===== src/logic/ram_block_params.svh =====
/*
  Offsets, field positions, reset values and sizes of the 32x4 RAM block.
  Assumes inclusion by bare name; definitions only.
*/
`ifndef RAM_BLOCK_PARAMS_SVH
`define RAM_BLOCK_PARAMS_SVH

// ----------------------------------------
// register byte offsets (low 8 address bits)
// ----------------------------------------
`define OFS_CTRL       8'h00
`define OFS_STATUS     8'h04
`define OFS_CLEAR      8'h08
`define MEM_WIN_BIT    7
`define MEM_IDX_LSB    2

// ----------------------------------------
// control fields and reset value
// ----------------------------------------
`define CTRL_DUAL_BIT  0
`define CTRL_SYNC_BIT  1
`define CTRL_ODL_BIT   2
`define CTRL_RESET     3'h7

// ----------------------------------------
// status fields
// ----------------------------------------
`define ST_DUAL_BIT    0
`define ST_SYNC_BIT    1
`define ST_SCLK_BIT    2
`define ST_ADDR_LSB    4
`define ST_WEN_BIT     12
`define ST_DATA_LSB    16

// ----------------------------------------
// array size
// ----------------------------------------
`define RAM_WORDS      32
`define RAM_AW         5
`define RAM_DW         4

`endif


===== src/logic/ram_block_pkg.sv =====
/*
  Types shared by the RAM block: control word, front-end latch contents,
  bus states. Assumes the params header for the sizes.
*/
`include "ram_block_params.svh"

package ram_block_pkg;

  // control register, bit 0 is dual_port
  typedef struct packed {
    logic output_drive_low;
    logic sync_write;
    logic dual_port;
  } ctrl_t;

  // write-side front-end latch contents
  typedef struct packed {
    logic [`RAM_AW-1:0] addr;
    logic               we_n;
    logic [`RAM_DW-1:0] data;
  } front_t;

  // bus slave states
  typedef enum logic {
    bus_idle,
    bus_read
  } bus_state_t;

endpackage


===== src/logic/ram_block.sv =====
/*
  32x4 distributed RAM block with an AHB-Lite register slave for mode
  control, status, clear and a read-only view of the array.
  Assumes: everything synchronous to hclk, sector_clk sampled as a level,
  single whole-word AHB transfers, the one slave on its bus.
*/
// What this block does
// - Holds a storage array of 32 words of 4 bits each.
// - Runs single-ported or dual-ported, with synchronous or asynchronous writes.
// - Takes write data on a 4-bit input bus and gives read data on a separate 4-bit bus.
// - Takes a 5-bit write address and a separate 5-bit read address.
// - Single-ported, the write address is the shared address and the data port is two-way.
// - A right-most block ignores its read address and runs single-ported only.
// - Reads and writes proceed independently; the read side needs no write clock.
// - A front-end latch passes its input while its load is 1 and holds while it is 0.
// - The front-end latches catch write address, active-low write enable and write data.
// - Each stored nibble is a latch that with the front latch acts as an edge store.
// - A nibble follows write data only when addressed, load is 1 and enable is 0.
// - Except during a clear, a nibble holds when not addressed, when load is 0 or when enable is 1.
// - Both load selectors switch together: sector clock when synchronous (inverted for the front latch), 1 otherwise.
// - Synchronous writes use the sector clock of the neighbouring sector column.
// - Writing any value to the clear location clears the whole array.
`timescale 1ns/1ps
`include "ram_block_params.svh"

module ram_block #(
  parameter bit RIGHT_MOST = 1'b0
) (
  // clock, reset, enable
  input  wire logic                 hclk,
  input  wire logic                 hresetn,
  input  wire logic                 ce,
  // ahb-lite slave
  input  wire logic                 hsel,
  input  wire logic [31:0]          haddr,
  input  wire logic [1:0]           htrans,
  input  wire logic                 hwrite,
  input  wire logic [2:0]           hsize,
  input  wire logic                 hready,
  input  wire logic [31:0]          hwdata,
  output logic      [31:0]          hrdata,
  output logic                      hreadyout,
  output logic                      hresp,
  // sector column clock, sampled
  input  wire logic                 sector_clk,
  // write side
  input  wire logic [`RAM_AW-1:0]   wr_addr,
  input  wire logic                 wr_enable_n,
  input  wire logic [`RAM_DW-1:0]   din_in,
  output logic      [`RAM_DW-1:0]   din_out,
  output logic                      din_oe,
  // read side
  input  wire logic [`RAM_AW-1:0]   rd_addr,
  output logic      [`RAM_DW-1:0]   rd_data,
  output logic                      rd_data_oe
);

  // ----------------------------------------
  // declarations
  // ----------------------------------------
  ram_block_pkg::bus_state_t state;
  ram_block_pkg::bus_state_t next_state;
  logic [7:0]                addr_q;
  logic [7:0]                next_addr_q;
  logic                      wr_q;
  logic                      next_wr_q;
  logic                      next_hreadyout;
  logic [31:0]               next_hrdata;
  logic [31:0]               status;
  logic [31:0]               bus_word;
  ram_block_pkg::ctrl_t      ctrl;
  ram_block_pkg::ctrl_t      next_ctrl;
  ram_block_pkg::front_t     front;
  ram_block_pkg::front_t     next_front;
  logic                      clear;
  logic                      dual_eff;
  logic                      front_load;
  logic                      mem_load;
  logic [`RAM_AW-1:0]        rd_sel;
  logic [`RAM_DW-1:0]        mem      [`RAM_WORDS];
  logic [`RAM_DW-1:0]        next_mem [`RAM_WORDS];
  logic [`RAM_DW-1:0]        next_din_out;
  logic                      next_din_oe;
  logic [`RAM_DW-1:0]        next_rd_data;
  logic                      next_rd_data_oe;

  // ----------------------------------------
  // mode decode
  // ----------------------------------------

  // right-most blocks never run dual-ported
  assign dual_eff = ctrl.dual_port & ~RIGHT_MOST;

  // both load selectors follow one mode bit
  // front opens while the sector clock is low, the array while high: a rising-edge store
  assign front_load = ctrl.sync_write ? ~sector_clk : 1'b1;
  assign mem_load   = ctrl.sync_write ? sector_clk : 1'b1;

  // shared address when single-ported
  assign rd_sel = dual_eff ? rd_addr : wr_addr;

  // clear strobe from the bus data phase
  assign clear = wr_q && (addr_q == `OFS_CLEAR);

  // status word
  always_comb begin
    status = 32'h0000_0000;
    status[`ST_DUAL_BIT] = dual_eff;
    status[`ST_SYNC_BIT] = ctrl.sync_write;
    status[`ST_SCLK_BIT] = sector_clk;
    status[`ST_ADDR_LSB +: `RAM_AW] = front.addr;
    status[`ST_WEN_BIT] = front.we_n;
    status[`ST_DATA_LSB +: `RAM_DW] = front.data;
  end

  // word returned for the latched offset; unmapped offsets read 0
  always_comb begin
    bus_word = 32'h0000_0000;
    if (addr_q[`MEM_WIN_BIT]) begin
      bus_word[`RAM_DW-1:0] = mem[addr_q[`MEM_IDX_LSB +: `RAM_AW]];
    end else if (addr_q == `OFS_CTRL) begin
      bus_word[2:0] = ctrl;
    end else if (addr_q == `OFS_STATUS) begin
      bus_word = status;
    end
  end

  // ----------------------------------------
  // ahb-lite slave
  // ----------------------------------------

  // writes end with no wait, reads take one wait state
  always_comb begin
    next_state     = state;
    next_addr_q    = addr_q;
    next_wr_q      = 1'b0;
    next_hreadyout = 1'b1;
    next_hrdata    = hrdata;
    case (state)
      ram_block_pkg::bus_idle: begin
        if (hsel && htrans[1] && hready) begin
          next_addr_q = haddr[7:0];
          next_wr_q   = hwrite;
          if (!hwrite) begin
            next_state     = ram_block_pkg::bus_read;
            next_hreadyout = 1'b0;
          end
        end
      end
      ram_block_pkg::bus_read: begin
        next_state  = ram_block_pkg::bus_idle;
        next_hrdata = bus_word;
      end
      default: begin
        next_state = ram_block_pkg::bus_idle;
      end
    endcase
  end

  // bus registers
  always_ff @(posedge hclk or negedge hresetn) begin
    if (!hresetn) begin
      state     <= ram_block_pkg::bus_idle;
      addr_q    <= 8'h00;
      wr_q      <= 1'b0;
      hreadyout <= 1'b1;
      hrdata    <= 32'h0000_0000;
      hresp     <= 1'b0;
    end else if (ce) begin
      state     <= next_state;
      addr_q    <= next_addr_q;
      wr_q      <= next_wr_q;
      hreadyout <= next_hreadyout;
      hrdata    <= next_hrdata;
      hresp     <= 1'b0;
    end
  end

  // ----------------------------------------
  // control register
  // ----------------------------------------

  // mode bits from software
  always_comb begin
    next_ctrl = ctrl;
    if (wr_q && (addr_q == `OFS_CTRL)) begin
      next_ctrl = hwdata[2:0];
    end
  end

  // control flops
  always_ff @(posedge hclk or negedge hresetn) begin
    if (!hresetn) begin
      ctrl <= `CTRL_RESET;
    end else if (ce) begin
      ctrl <= next_ctrl;
    end
  end

  // ----------------------------------------
  // front-end latches
  // ----------------------------------------

  // pass while load is 1, hold while 0
  always_comb begin
    next_front = front;
    if (front_load) begin
      next_front.addr = wr_addr;
      next_front.we_n = wr_enable_n;
      next_front.data = din_in;
    end
  end

  // front latch flops
  always_ff @(posedge hclk or negedge hresetn) begin
    if (!hresetn) begin
      front <= '{addr: '0, we_n: 1'b1, data: '0};
    end else if (ce) begin
      front <= next_front;
    end
  end

  // ----------------------------------------
  // storage array
  // ----------------------------------------

  // one nibble per entry, memory latch after the front latch
  for (genvar i = 0; i < `RAM_WORDS; i++) begin : g_word
    always_comb begin
      next_mem[i] = mem[i];
      if (clear) begin
        next_mem[i] = '0;
      end else if (mem_load && !front.we_n && (front.addr == `RAM_AW'(i))) begin
        next_mem[i] = front.data;
      end
      // otherwise the nibble holds
    end

    always_ff @(posedge hclk or negedge hresetn) begin
      if (!hresetn) begin
        mem[i] <= '0;
      end else if (ce) begin
        mem[i] <= next_mem[i];
      end
    end
  end

  // ----------------------------------------
  // read outputs
  // ----------------------------------------

  // dual-ported read port; needs no write clock, only the address
  always_comb begin
    next_rd_data    = '0;
    next_rd_data_oe = 1'b0;
    if (!ctrl.output_drive_low && dual_eff) begin
      next_rd_data    = mem[rd_sel];
      next_rd_data_oe = 1'b1;
    end
  end

  // read port flops
  always_ff @(posedge hclk or negedge hresetn) begin
    if (!hresetn) begin
      rd_data    <= '0;
      rd_data_oe <= 1'b0;
    end else if (ce) begin
      rd_data    <= next_rd_data;
      rd_data_oe <= next_rd_data_oe;
    end
  end

  // single-ported: shared pin driven only while not writing
  // the pin is let go one cycle after write enable falls
  always_comb begin
    next_din_out = '0;
    next_din_oe  = 1'b0;
    if (!ctrl.output_drive_low && !dual_eff && wr_enable_n) begin
      next_din_out = mem[rd_sel];
      next_din_oe  = 1'b1;
    end
  end

  // data pin flops
  always_ff @(posedge hclk or negedge hresetn) begin
    if (!hresetn) begin
      din_out <= '0;
      din_oe  <= 1'b0;
    end else if (ce) begin
      din_out <= next_din_out;
      din_oe  <= next_din_oe;
    end
  end

  // ----------------------------------------
  // unused inputs
  // ----------------------------------------

  // hsize is accepted but every access is a whole word
  logic unused_hsize;
  assign unused_hsize = ^hsize;

endmodule


===== config.mk =====
export PLATFORM = sky130hd
export DESIGN_NAME = ram_block
export DESIGN_NICKNAME = d
export VERILOG_FILES = /design/src/logic/ram_block_pkg.sv /design/src/logic/ram_block.sv
export VERILOG_INCLUDE_DIRS = /design/src /design/src/logic
export SDC_FILE = /design/constraint.sdc
export NUM_CORES = 1
export LEC_CHECK = 0
export BUFFER_PORTS_ARGS = -buffer_cell sky130_fd_sc_hd__clkbuf_2
export CAP_MARGIN = 20
export CORE_MARGIN = 2
export CORE_UTILIZATION = 60
export CTS_BUF_LIST = sky130_fd_sc_hd__clkbuf_16
export DETAILED_ROUTE_END_ITERATION = 10
export PLACE_DENSITY_LB_ADDON = 0.12
export RECOVER_POWER = 100
export REMOVE_ABC_BUFFERS = 1
export SETUP_SLACK_MARGIN = 0.4
export SYNTH_ARGS = -nofsm -noshare
export SYNTH_HDL_FRONTEND = slang
export SYNTH_SLANG_ARGS = --single-unit

===== constraint.sdc =====
create_clock -name hclk -period 7 [get_ports hclk]
set_input_delay 0.35 -clock hclk [delete_from_list [all_inputs] [get_ports hclk]]
set_output_delay 0.35 -clock hclk [all_outputs]
set_load 0.05 [all_outputs]

==> summary.md, run 1 <==
| Metric | Value |
|---|---|
| Status | finished, violations left |
| Failing checks | capacitance limit, slew limit |
| Clock skew | slightly below 8 ps |
| Antenna violations before repair | 0 |
| Unique masters post-synth | roughly 50 |
| Nets@finish | 946 |
| Slowest Stage Delay on Critical Path | ~1400 ps |
| Ys Warns | 0 |
| Core ar. | roughly 0.016 mm2 |
| Tmin final | ~5000 ps |
| Cts repair resizes | 0 |
| Largest family of logic cells by synthesized area | multiplexers |
| Root buf cell | clkbuf_16 |
| Startpoint Class | register |
| Met2 Track Usage GR | 0.493 |
| Leak | ~4.7 nW |
| # H-tree levels | 4 |
| Final core utilization | 0.667 |
| DRT antenna net count | 0 |
| CTS buffer count | 17 |
| Final worst slack | just over 2000 ps |
| Die area | 0.0176 mm2 |
| DR iter-0 viols | 828 |
| Mux contribution to synthesized area | 0.316 |
| Adder-cell share of the synthesized area | 0 |
| Met3 Track Usage GR | 0.0586 |
| Clock Tree Buf Depth | 2 |
| Hpwl dp | 18.9 mm |
| Placer Congestion | 0.951 |
| Commonest non-fill, non-tap cell in the layout | dfrtp_1 |
| Clock slew at reported path FFs | roughly 70 ps |
| Synth Cell Area | approximately 0.010 mm2 |
| Fraction of registers with async set/reset | 1.00 |
| Gr busiest metal | met2 |
| DRC violations left | 0 |
| Initial Util | 0.607 |
| Worst vdd ir | around 190 uV |
| Crit path cell chain | buf_4 > mux2i_1 > clkbuf_1 > mux4_1 > a22oi_1 > nand2_1 > o311ai_0 > o22ai_1 |
| Post-CTS Hold Buffers | 0 |
| Synth Area in Compound Gates | 0.117 |
| Final Cycle Share | 0.710 |
| Worst path required time | about 7200 ps |
| Avg Inst Size Synth | 12.1 um2 |
| Share of cells above drive strength 1 | 0.331 |
| Clock sink total | around 180 |
| Setup-failing EPs final | 0 |
| Final Hold Vio Count | 0 |
| Power Density | about 340 mW/mm2 |
| R2r worst-path depth | 8 |
| Commonest non-fill, non-tap cells in the layout | 170 x dfrtp_1, 153 x mux2_2, 59 x o21ai_0 |
| EDFF count, synth | 0 |
| R2r startpoint | dual_eff |
| Buffers & Inverters on Critical Path | 2 |
| Crit end category | register |
| Vias | 7,371 |
| Max Clock Freq | between 200 and 250 MHz |
| P&R area growth vs syn | 9.84% |
| DP Worst Slack | 3180 ps |
| Drt total wl | about 28 mm |
| GRT Total Usage | 0.327 |
| First-pass GRT wire length | about 43 mm |
| CTS tree | built |
| Drt via density | just under 7 |
| Clk_lat worst skew | between 400 and 500 ps |
| FP Rows | 47 |
| Reg2reg end | din_out[0] |
| Post-synthesis xor/xnor area fraction | 0 |
| CP top delay family | multiplexers |
| Slowest cell on crit path | mux2i_1 |
| Largest net degree at the start of global routing | 118 |
| Hold endpoint | state |
| Drt wl/cell | about 25 um |
| Die Span Y | about 130 um |
| Worst hold-check path type | primary input to register |
| Synth Area in Simple Gates | 0.0798 |
| WHS Path Cells | 2 |
| Worst-Margin Slew | roughly 3100 ps |
| M1 GR Usage | 0.464 |
| Register area share after synthesis | 0.443 |
| Crit-path max FO | 52 |
| IO Count | between 100 and 150 |
| Kind of critical path | register to register |
| Mapped Cells | between 800 and 900 |
| Ant. Diodes | 0 |
| Min-delay src | hwrite |
| Die width | 133 um |
| GRT overflow | 0 |
| Number of global-route vias before repair | about 7,300 |
| Relative slew slack | -1.06 |
| Setup bufs post-CTS | 0 |
| CP arrival | around 5200 ps |
| Fin Setup TNS | 0 ps |
| Number of port buffers | between 50 and 60 |
| Cell depth of the worst setup path | 8 |
| #FFs+latches synth | 176 |
| Max Cap Viol | 4 |
| Ys flop type | dfrtp_1 |
| FF-to-FF setup slack | 2030 ps |
| DR pass1 iterations | 6 |
| Max Slew Vio Count | about 170 |
| RSZ-0062 raised after global routing | no |
-- cell families after synthesis --
logic type | count (synthesis)
mux | 227
buf+inv | 89
flops | 176
other cells | 1
compound gates | 178
simple gates | 151
-- how the worst max path moves through the flow --
stage	from	endpoint
finish	dual_eff	din_out[0]
global route	addr_q[2]	mem[125]
CTS	dual_eff	din_out[0]
detailed placement	dual_eff	din_out[0]
global placement	dual_eff	rd_data[0]
floorplan	dual_eff	din_out[0]
-- cell usage after synthesis (9+ instances only) --
master	count	area, um2
a21oi_1	13	65.1
a22o_1	11	96.3
a22oi_1	27	203
buf_4	21	158
clkbuf_1	41	154
dfrtp_1	171	4280
inv_1	11	41.3
mux2_2	154	1730
mux2i_1	18	180
mux4_2	52	1170
nand2_1	47	176
nand2b_1	42	263
nor2_1	15	56.3
nor2b_1	9	56.3
nor3_1	10	50.1
o21ai_0	58	290
o21bai_1	14	105
o22ai_1	12	75.1
-- flip-flops by register name, summed over array words and instances (netlist names), 2 cells and up --
| signal | cells |
|---|---|
| mem | 128 |
| hrdata | 14 |
| front | 10 |
| addr_q | 8 |
| din_out | 4 |
| rd_data | 4 |
| ctrl | 2 |
-- metrics by stage --
| stage | cells | power [W] | hold WS, ps | cell area, um2 |
|---|---|---|---|---|
| after floorplan | 762 | 0.00235 | 54.4 | 9630 |
| after global placement | 1050 | 0.00268 | 489 | 10300 |
| after detailed placement | 1051 | 0.00275 | 496 | 10300 |
| after CTS | 1082 | 0.00371 | 118 | 10900 |
| after global routing | 1087 | 0.00389 | 143 | 10900 |
| final | 1087 | 0.00373 | 136 | 10900 |
-- routing by layer --
metal  wire length, um  vias up
li1                  -     3145
met1             11300     3752
met2             12900      393
met3              2240       81
met4              1150        0
met5                 0        -
-- worst register-to-register path: stages, from the launching register on --
cell	delay (ps)
dfstp_2	520
buf_4	520
mux2i_1	1400
clkbuf_1	680
mux4_1	460
a22oi_1	170
nand2_1	70
o311ai_0	820
o22ai_1	130
-- area by class of cell --
type / instances / area (um2)
fillers: 1240 / 5470
multi-input cells: 575 / 5170
flip-flops and latches: 176 / 4410
repair buffers: 74 / 459
clock buffers: 17 / 425
well taps: 220 / 275
clock inverters: 14 / 158
inverters: 11 / 41.3
-- power breakdown --
part / leakage (nW) / internal, W / total [W] / switching [W]
clock: 0.283 / 0.000530 / 0.000953 / 0.000423
sequential: 2.30 / 0.00132 / 0.00158 / 0.000261
combinational: 2.10 / 0.000610 / 0.00120 / 0.000587
Note: power is estimated with default switching activity, not from simulation.
==> run 2: changes to the inputs <==
Settings changed: CORE_UTILIZATION 60 to 58.
Clock period 7 ns to 5 ns, I/O delays scaled along.
==> run 2 against run 1 <==
  * Power increased by 42%
  * Clock-buffer cell count stayed put
  * Fmax grew 18%
  * Non-clock buffer count rose by 3
  * The flow still finishes with violations (capacitance limit, slew limit)
==> summary.md, run 2 (synthesis gave the netlist of run 1 again) <==
| Metric | Value |
|---|---|
| Max Clock Freq | ~240 MHz |
| Clock sink total | roughly 180 |
| Largest net degree at the start of global routing | 69 |
| P&R area growth vs syn | 9.97% |
| Core ar. | 0.0167 mm2 |
| Initial Util | 0.596 |
| Clk_lat worst skew | 440 ps |
| IO Count | approximately 140 |
| Commonest non-fill, non-tap cells in the layout | 171 x dfrtp_1, 153 x mux2_2, 62 x o21ai_0 |
| RSZ-0062 raised after global routing | no |
| Setup bufs post-CTS | 0 |
| Failing checks | capacitance limit, slew limit |
| Min-delay src | hwrite |
| R2r startpoint | dual_eff |
| Drt wl/cell | about 26 um |
| FF-to-FF setup slack | around 800 ps |
| Drt total wl | around 28 mm |
| Kind of critical path | register to register |
| DR iter-0 viols | roughly 940 |
| Root buf cell | clkbuf_16 |
| Worst hold-check path type | primary input to register |
| Reg2reg end | din_out[0] |
| Clock skew | between 8 and 9 ps |
| Crit end category | register |
| Commonest non-fill, non-tap cell in the layout | dfrtp_1 |
| Share of cells above drive strength 1 | 0.334 |
| DP Worst Slack | about 1500 ps |
| Reg with most FFs | mem |
| Power Density | between 400 and 500 mW/mm2 |
| Die Span Y | roughly 140 um |
| Startpoint Class | register |
| Post-CTS Hold Buffers | 1 |
| GRT Total Usage | 0.323 |
| Max Cap Viol | 3 |
| Crit-path max FO | 33 |
| CTS tree | built |
| Drt via density | 6.88 |
| Die width | 135 um |
| Tmin final | around 4200 ps |
| Setup-failing EPs final | 0 |
| Placer Congestion | just under 1 |
| GRT overflow | 0 |
| Ant. Diodes | 0 |
| Clock Tree Buf Depth | 2 |
| Leak | approximately 4.7 nW |
| Worst-Margin Slew | about 3100 ps |
| Number of port buffers | 58 |
| Vias | 7,509 |
| Die area | approximately 0.018 mm2 |
| CP Capture Point | din_out[0] |
| # H-tree levels | 4 |
| Cts repair resizes | 0 |
| FP Rows | 47 |
| Final worst slack | just under 800 ps |
| Largest register FFs | between 100 and 150 |
| First-pass GRT wire length | about 44 mm |
| Final Hold Vio Count | 0 |
| Status | finished, violations left |
| Fin Setup TNS | 0 ps |
| CP arrival | ~4400 ps |
| DR pass1 iterations | 6 |
| Max Slew Vio Count | between 100 and 150 |
| Antenna violations before repair | 0 |
| Nets@finish | 949 |
| Worst vdd ir | around 400 uV |
| Clock slew at reported path FFs | 70 ps |
| Regs by FF count | mem x128, hrdata x14, front x10 |
| Worst path required time | 5230 ps |
| DRC violations left | 0 |
| Number of global-route vias before repair | approximately 7,600 |
| Critical path startpoint | dual_eff |
| Hpwl dp | between 15 and 20 mm |
| CTS buffer count | 17 |
| Relative slew slack | -1.05 |
| DRT antenna net count | 0 |
| R2r worst-path depth | 7 |
| Final Cycle Share | 0.841 |
[run 2: changes by cell type in the layout (fill, tap and decap cells not counted), moves of 2 or more]
cell | before | now
buf_16 | 4 | 2
buf_4 | 5 | 10
buf_8 | 0 | 2
clkinv_4 | 4 | 2
clkinvlp_4 | 2 | 4
inv_6 | 5 | 3
o21ai_0 | 59 | 62
o21ai_1 | 7 | 4
[run 2: report_power, final]
part | switching [W] | total (W) | internal [W] | leakage, nW
Combinational | 0.000784 | 0.00163 | 0.000847 | 2.10
Sequential | 0.000416 | 0.00226 | 0.00184 | 2.30
Clock | 0.000603 | 0.00140 | 0.000792 | 0.290
[run 2: area by class of cell]
| cell class | instances | area [um2] |
|---|---|---|
| clock buffer | 17 | 425 |
| clock inverter | 15 | 184 |
| fill | 1273 | 5750 |
| inverter | 11 | 41.3 |
| multi-input combinational | 575 | 5170 |
| sequential | 176 | 4410 |
| tap | 220 | 275 |
| timing repair buffer | 77 | 443 |
[run 2: worst max-delay path: stages, from the launching register on]
cell      delay [ps]
dfstp_1         1470
mux2i_2          760
buf_4            420
mux4_1           360
a22oi_1          160
nand2_1           70
o311ai_1         560
o22ai_1          160
[run 2: how the worst min path moves through the flow]
stage	cells after the start	to
floorplan	0	addr_q[0]
global placement	1	mem[93]
detailed placement	1	mem[93]
CTS	2	state
global route	2	addr_q[3]
finish	2	state
[run 2: metrics by stage]
| stage | area (um2) | util | hold slack, ps | power, W | instances |
|---|---|---|---|---|---|
| after CTS | 11000 | 0.656 | 12.2 | 0.00525 | 1089 |
| after floorplan | 9630 | - | -45.6 | 0.00329 | 762 |
| after detailed placement | 10300 | 0.619 | 243 | 0.00386 | 1056 |
| after global routing | 10900 | 0.656 | 32.5 | 0.00550 | 1091 |
| after global placement | 10300 | 0.617 | 225 | 0.00376 | 1054 |
| final | 10900 | 0.656 | 22.1 | 0.00529 | 1091 |
[run 2: layer usage]
layer  global-route usage  vias to the layer above  wire [um]
met5                    0                        -          0
met4                0.124                        0        941
met3               0.0826                       83       2890
met2                0.505                      459      13300
met1                0.439                     3828      11300
li1                     -                     3139          -
==> run 3: changes to the inputs <==
Settings changed: CORE_UTILIZATION 58 to 53.
Clock period 5 ns to 3.7 ns, I/O delays scaled along.
==> run 3 against run 2 <==
  * The run still ends with capacitance limit, slew limit left
  * Wire length up 0.33%
  * Non-clock buffer count up 21
  * Sequential power increased by 34%
  * Fmax is 29% higher
  * Sequential cell count is the same
  * Die area is 9.1% higher
  * Utilization shrank 5.6 points
  * Worst setup slack lost 350 ps
  * Critical endpoint is now rd_data[3]
==> summary.md, run 3 (synthesis gave the netlist of run 1 again) <==
| Metric | Value |
|---|---|
| Status | finished, violations left |
| Failing checks | capacitance limit, slew limit |
| Fin Setup TNS | 0 ps |
| Worst vdd ir | roughly 330 uV |
| Final Hold Vio Count | 0 |
| Max Clock Freq | between 300 and 400 MHz |
| Kind of critical path | register to register |
| DRC violations left | 0 |
| Min-delay src | din_in[2] |
| Switching Share | 0.332 |
| Crit end category | register |
| Number of global-route vias before repair | 7,301 |
| Net switching power | around 0.0024 W |
| Placer Congestion | about 0.92 |
| Startpoint Class | register |
| Reg with most FFs | mem |
| GRT overflow | 0 |
| Finished Cell Area | about 0.011 mm2 |
| Ant. Diodes | 0 |
| FF-to-FF setup slack | 450 ps |
| First-pass GRT wire length | between 40 and 50 mm |
| Max Cap Viol | 2 |
| Core ar. | 0.0186 mm2 |
| FP Rows | 50 |
| Number of port buffers | 58 |
| Final core utilization | 0.600 |
| Cell Area, Placed | between 0.01 and 0.015 mm2 |
| Share of cells above drive strength 1 | 0.333 |
| Power Density | roughly 640 mW/mm2 |
| DRT antenna net count | 0 |
| Combinational power share | 0.310 |
| Leak | roughly 4.8 nW |
| Worst hold-check path type | primary input to register |
| RSZ-0062 raised after global routing | no |
| Pint | roughly 0.0048 W |
| Die Span Y | 141 um |
| Relative slew slack | -0.449 |
| Final Cycle Share | 0.879 |
| Largest register FFs | roughly 130 |
| Setup-failing EPs final | 0 |
| DR pass1 iterations | 5 |
| Clock Tree Buf Depth | 2 |
| Post-CTS Hold Buffers | 17 |
| Clock share of power | 0.264 |
| Commonest non-fill, non-tap cell in the layout | dfrtp_1 |
| Die width | approximately 140 um |
| Reg2reg end | rd_data[3] |
| P&R area growth vs syn | 11.9% |
| Clock skew | 10.2 ps |
| Die area | roughly 0.020 mm2 |
| Clock sink total | approximately 180 |
| R2r worst-path depth | 6 |
| Setup bufs post-CTS | 0 |
| WHS Path Cells | 2 |
| R2r startpoint | dual_eff |
| GRT Total Usage | 0.294 |
| # H-tree levels | 4 |
| CTS buffer count | 17 |
| Clk_lat worst skew | between 400 and 500 ps |
| Crit-path max FO | 24 |
| Drt wl/cell | 25.3 um |
| Drt total wl | around 28 mm |
| Antenna violations before repair | 0 |
| Part of the power in registers | 0.425 |
| Root buf cell | clkbuf_16 |
| Commonest non-fill, non-tap cells in the layout | 171 x dfrtp_1, 154 x mux2_2, 59 x o21ai_0 |
| DR iter-0 viols | between 700 and 800 |
| Drt via density | 6.51 |
| Tmin final | approximately 3300 ps |
| Clock slew at reported path FFs | ~70 ps |
| Regs by FF count | mem x128, hrdata x14, front x10 |
| CP arrival | approximately 3600 ps |
| CTS tree | built |
| Nets@finish | 970 |
| Initial Util | 0.536 |
| IO Count | between 100 and 150 |
| Worst-Margin Slew | between 2000 and 2500 ps |
| Max Slew Vio Count | between 100 and 150 |
| Vias | roughly 7,300 |
| Hpwl dp | 19.6 mm |
| Worst path required time | approximately 4000 ps |
| Cts repair resizes | 0 |
| Hold endpoint | front[2] |
| Largest net degree at the start of global routing | 77 |
-- run 3: through the flow --
step | total power, W | cells | hold slack (ps) | worst slack (ps)
after global placement | 0.00512 | 1077 | 246 | 715
after CTS | 0.00712 | 1126 | 1.86 | 640
after global routing | 0.00744 | 1126 | 12.6 | 297
after detailed placement | 0.00523 | 1077 | 264 | 660
final | 0.00713 | 1126 | 4.86 | 448
after floorplan | 0.00445 | 762 | -111 | 491
-- run 3: cell type report --
class | count | area [um2]
fillers | 1523 | 7440
multi-input cells | 575 | 5180
inverters | 11 | 41.3
flip-flops and latches | 176 | 4410
well taps | 234 | 293
repair buffers | 98 | 613
clock buffers | 17 | 425
clock inverters | 15 | 181
-- run 3: worst max-delay path, stage by stage (launching register included) --
cell and delay [ps]:
dfstp_2 930, mux2i_4 410, clkbuf_2 470, mux4_2 620
a32o_1 310, nor4b_2 250, a22oi_1 100
-- run 3: power groups by stage --
stage	logic, W	clock network, W	registers (W)
after floorplan	0.00145	0	0.00300
after global placement	0.00213	0	0.00300
after detailed placement	0.00219	0	0.00304
after CTS	0.00221	0.00190	0.00302
after global routing	0.00235	0.00198	0.00310
final	0.00221	0.00189	0.00303
-- run 3: worst max-delay path by stage --
stage	from	to	slack [ps]	cells past startpoint
floorplan	dual_eff	din_out[0]	490	6
global placement	dual_eff	din_out[0]	710	7
detailed placement	dual_eff	din_out[0]	660	7
CTS	dual_eff	din_out[0]	640	7
global route	ce	addr_q[7]	300	4
finish	dual_eff	rd_data[3]	450	6
-- run 3: metal layers --
layer  share of wire  GRT usage  up-vias
met2            0.47      0.462      359
li1                -          -     3182
met5               0          0        -
met3           0.067     0.0499       73
met1            0.42      0.400     3720
met4           0.042      0.141        0
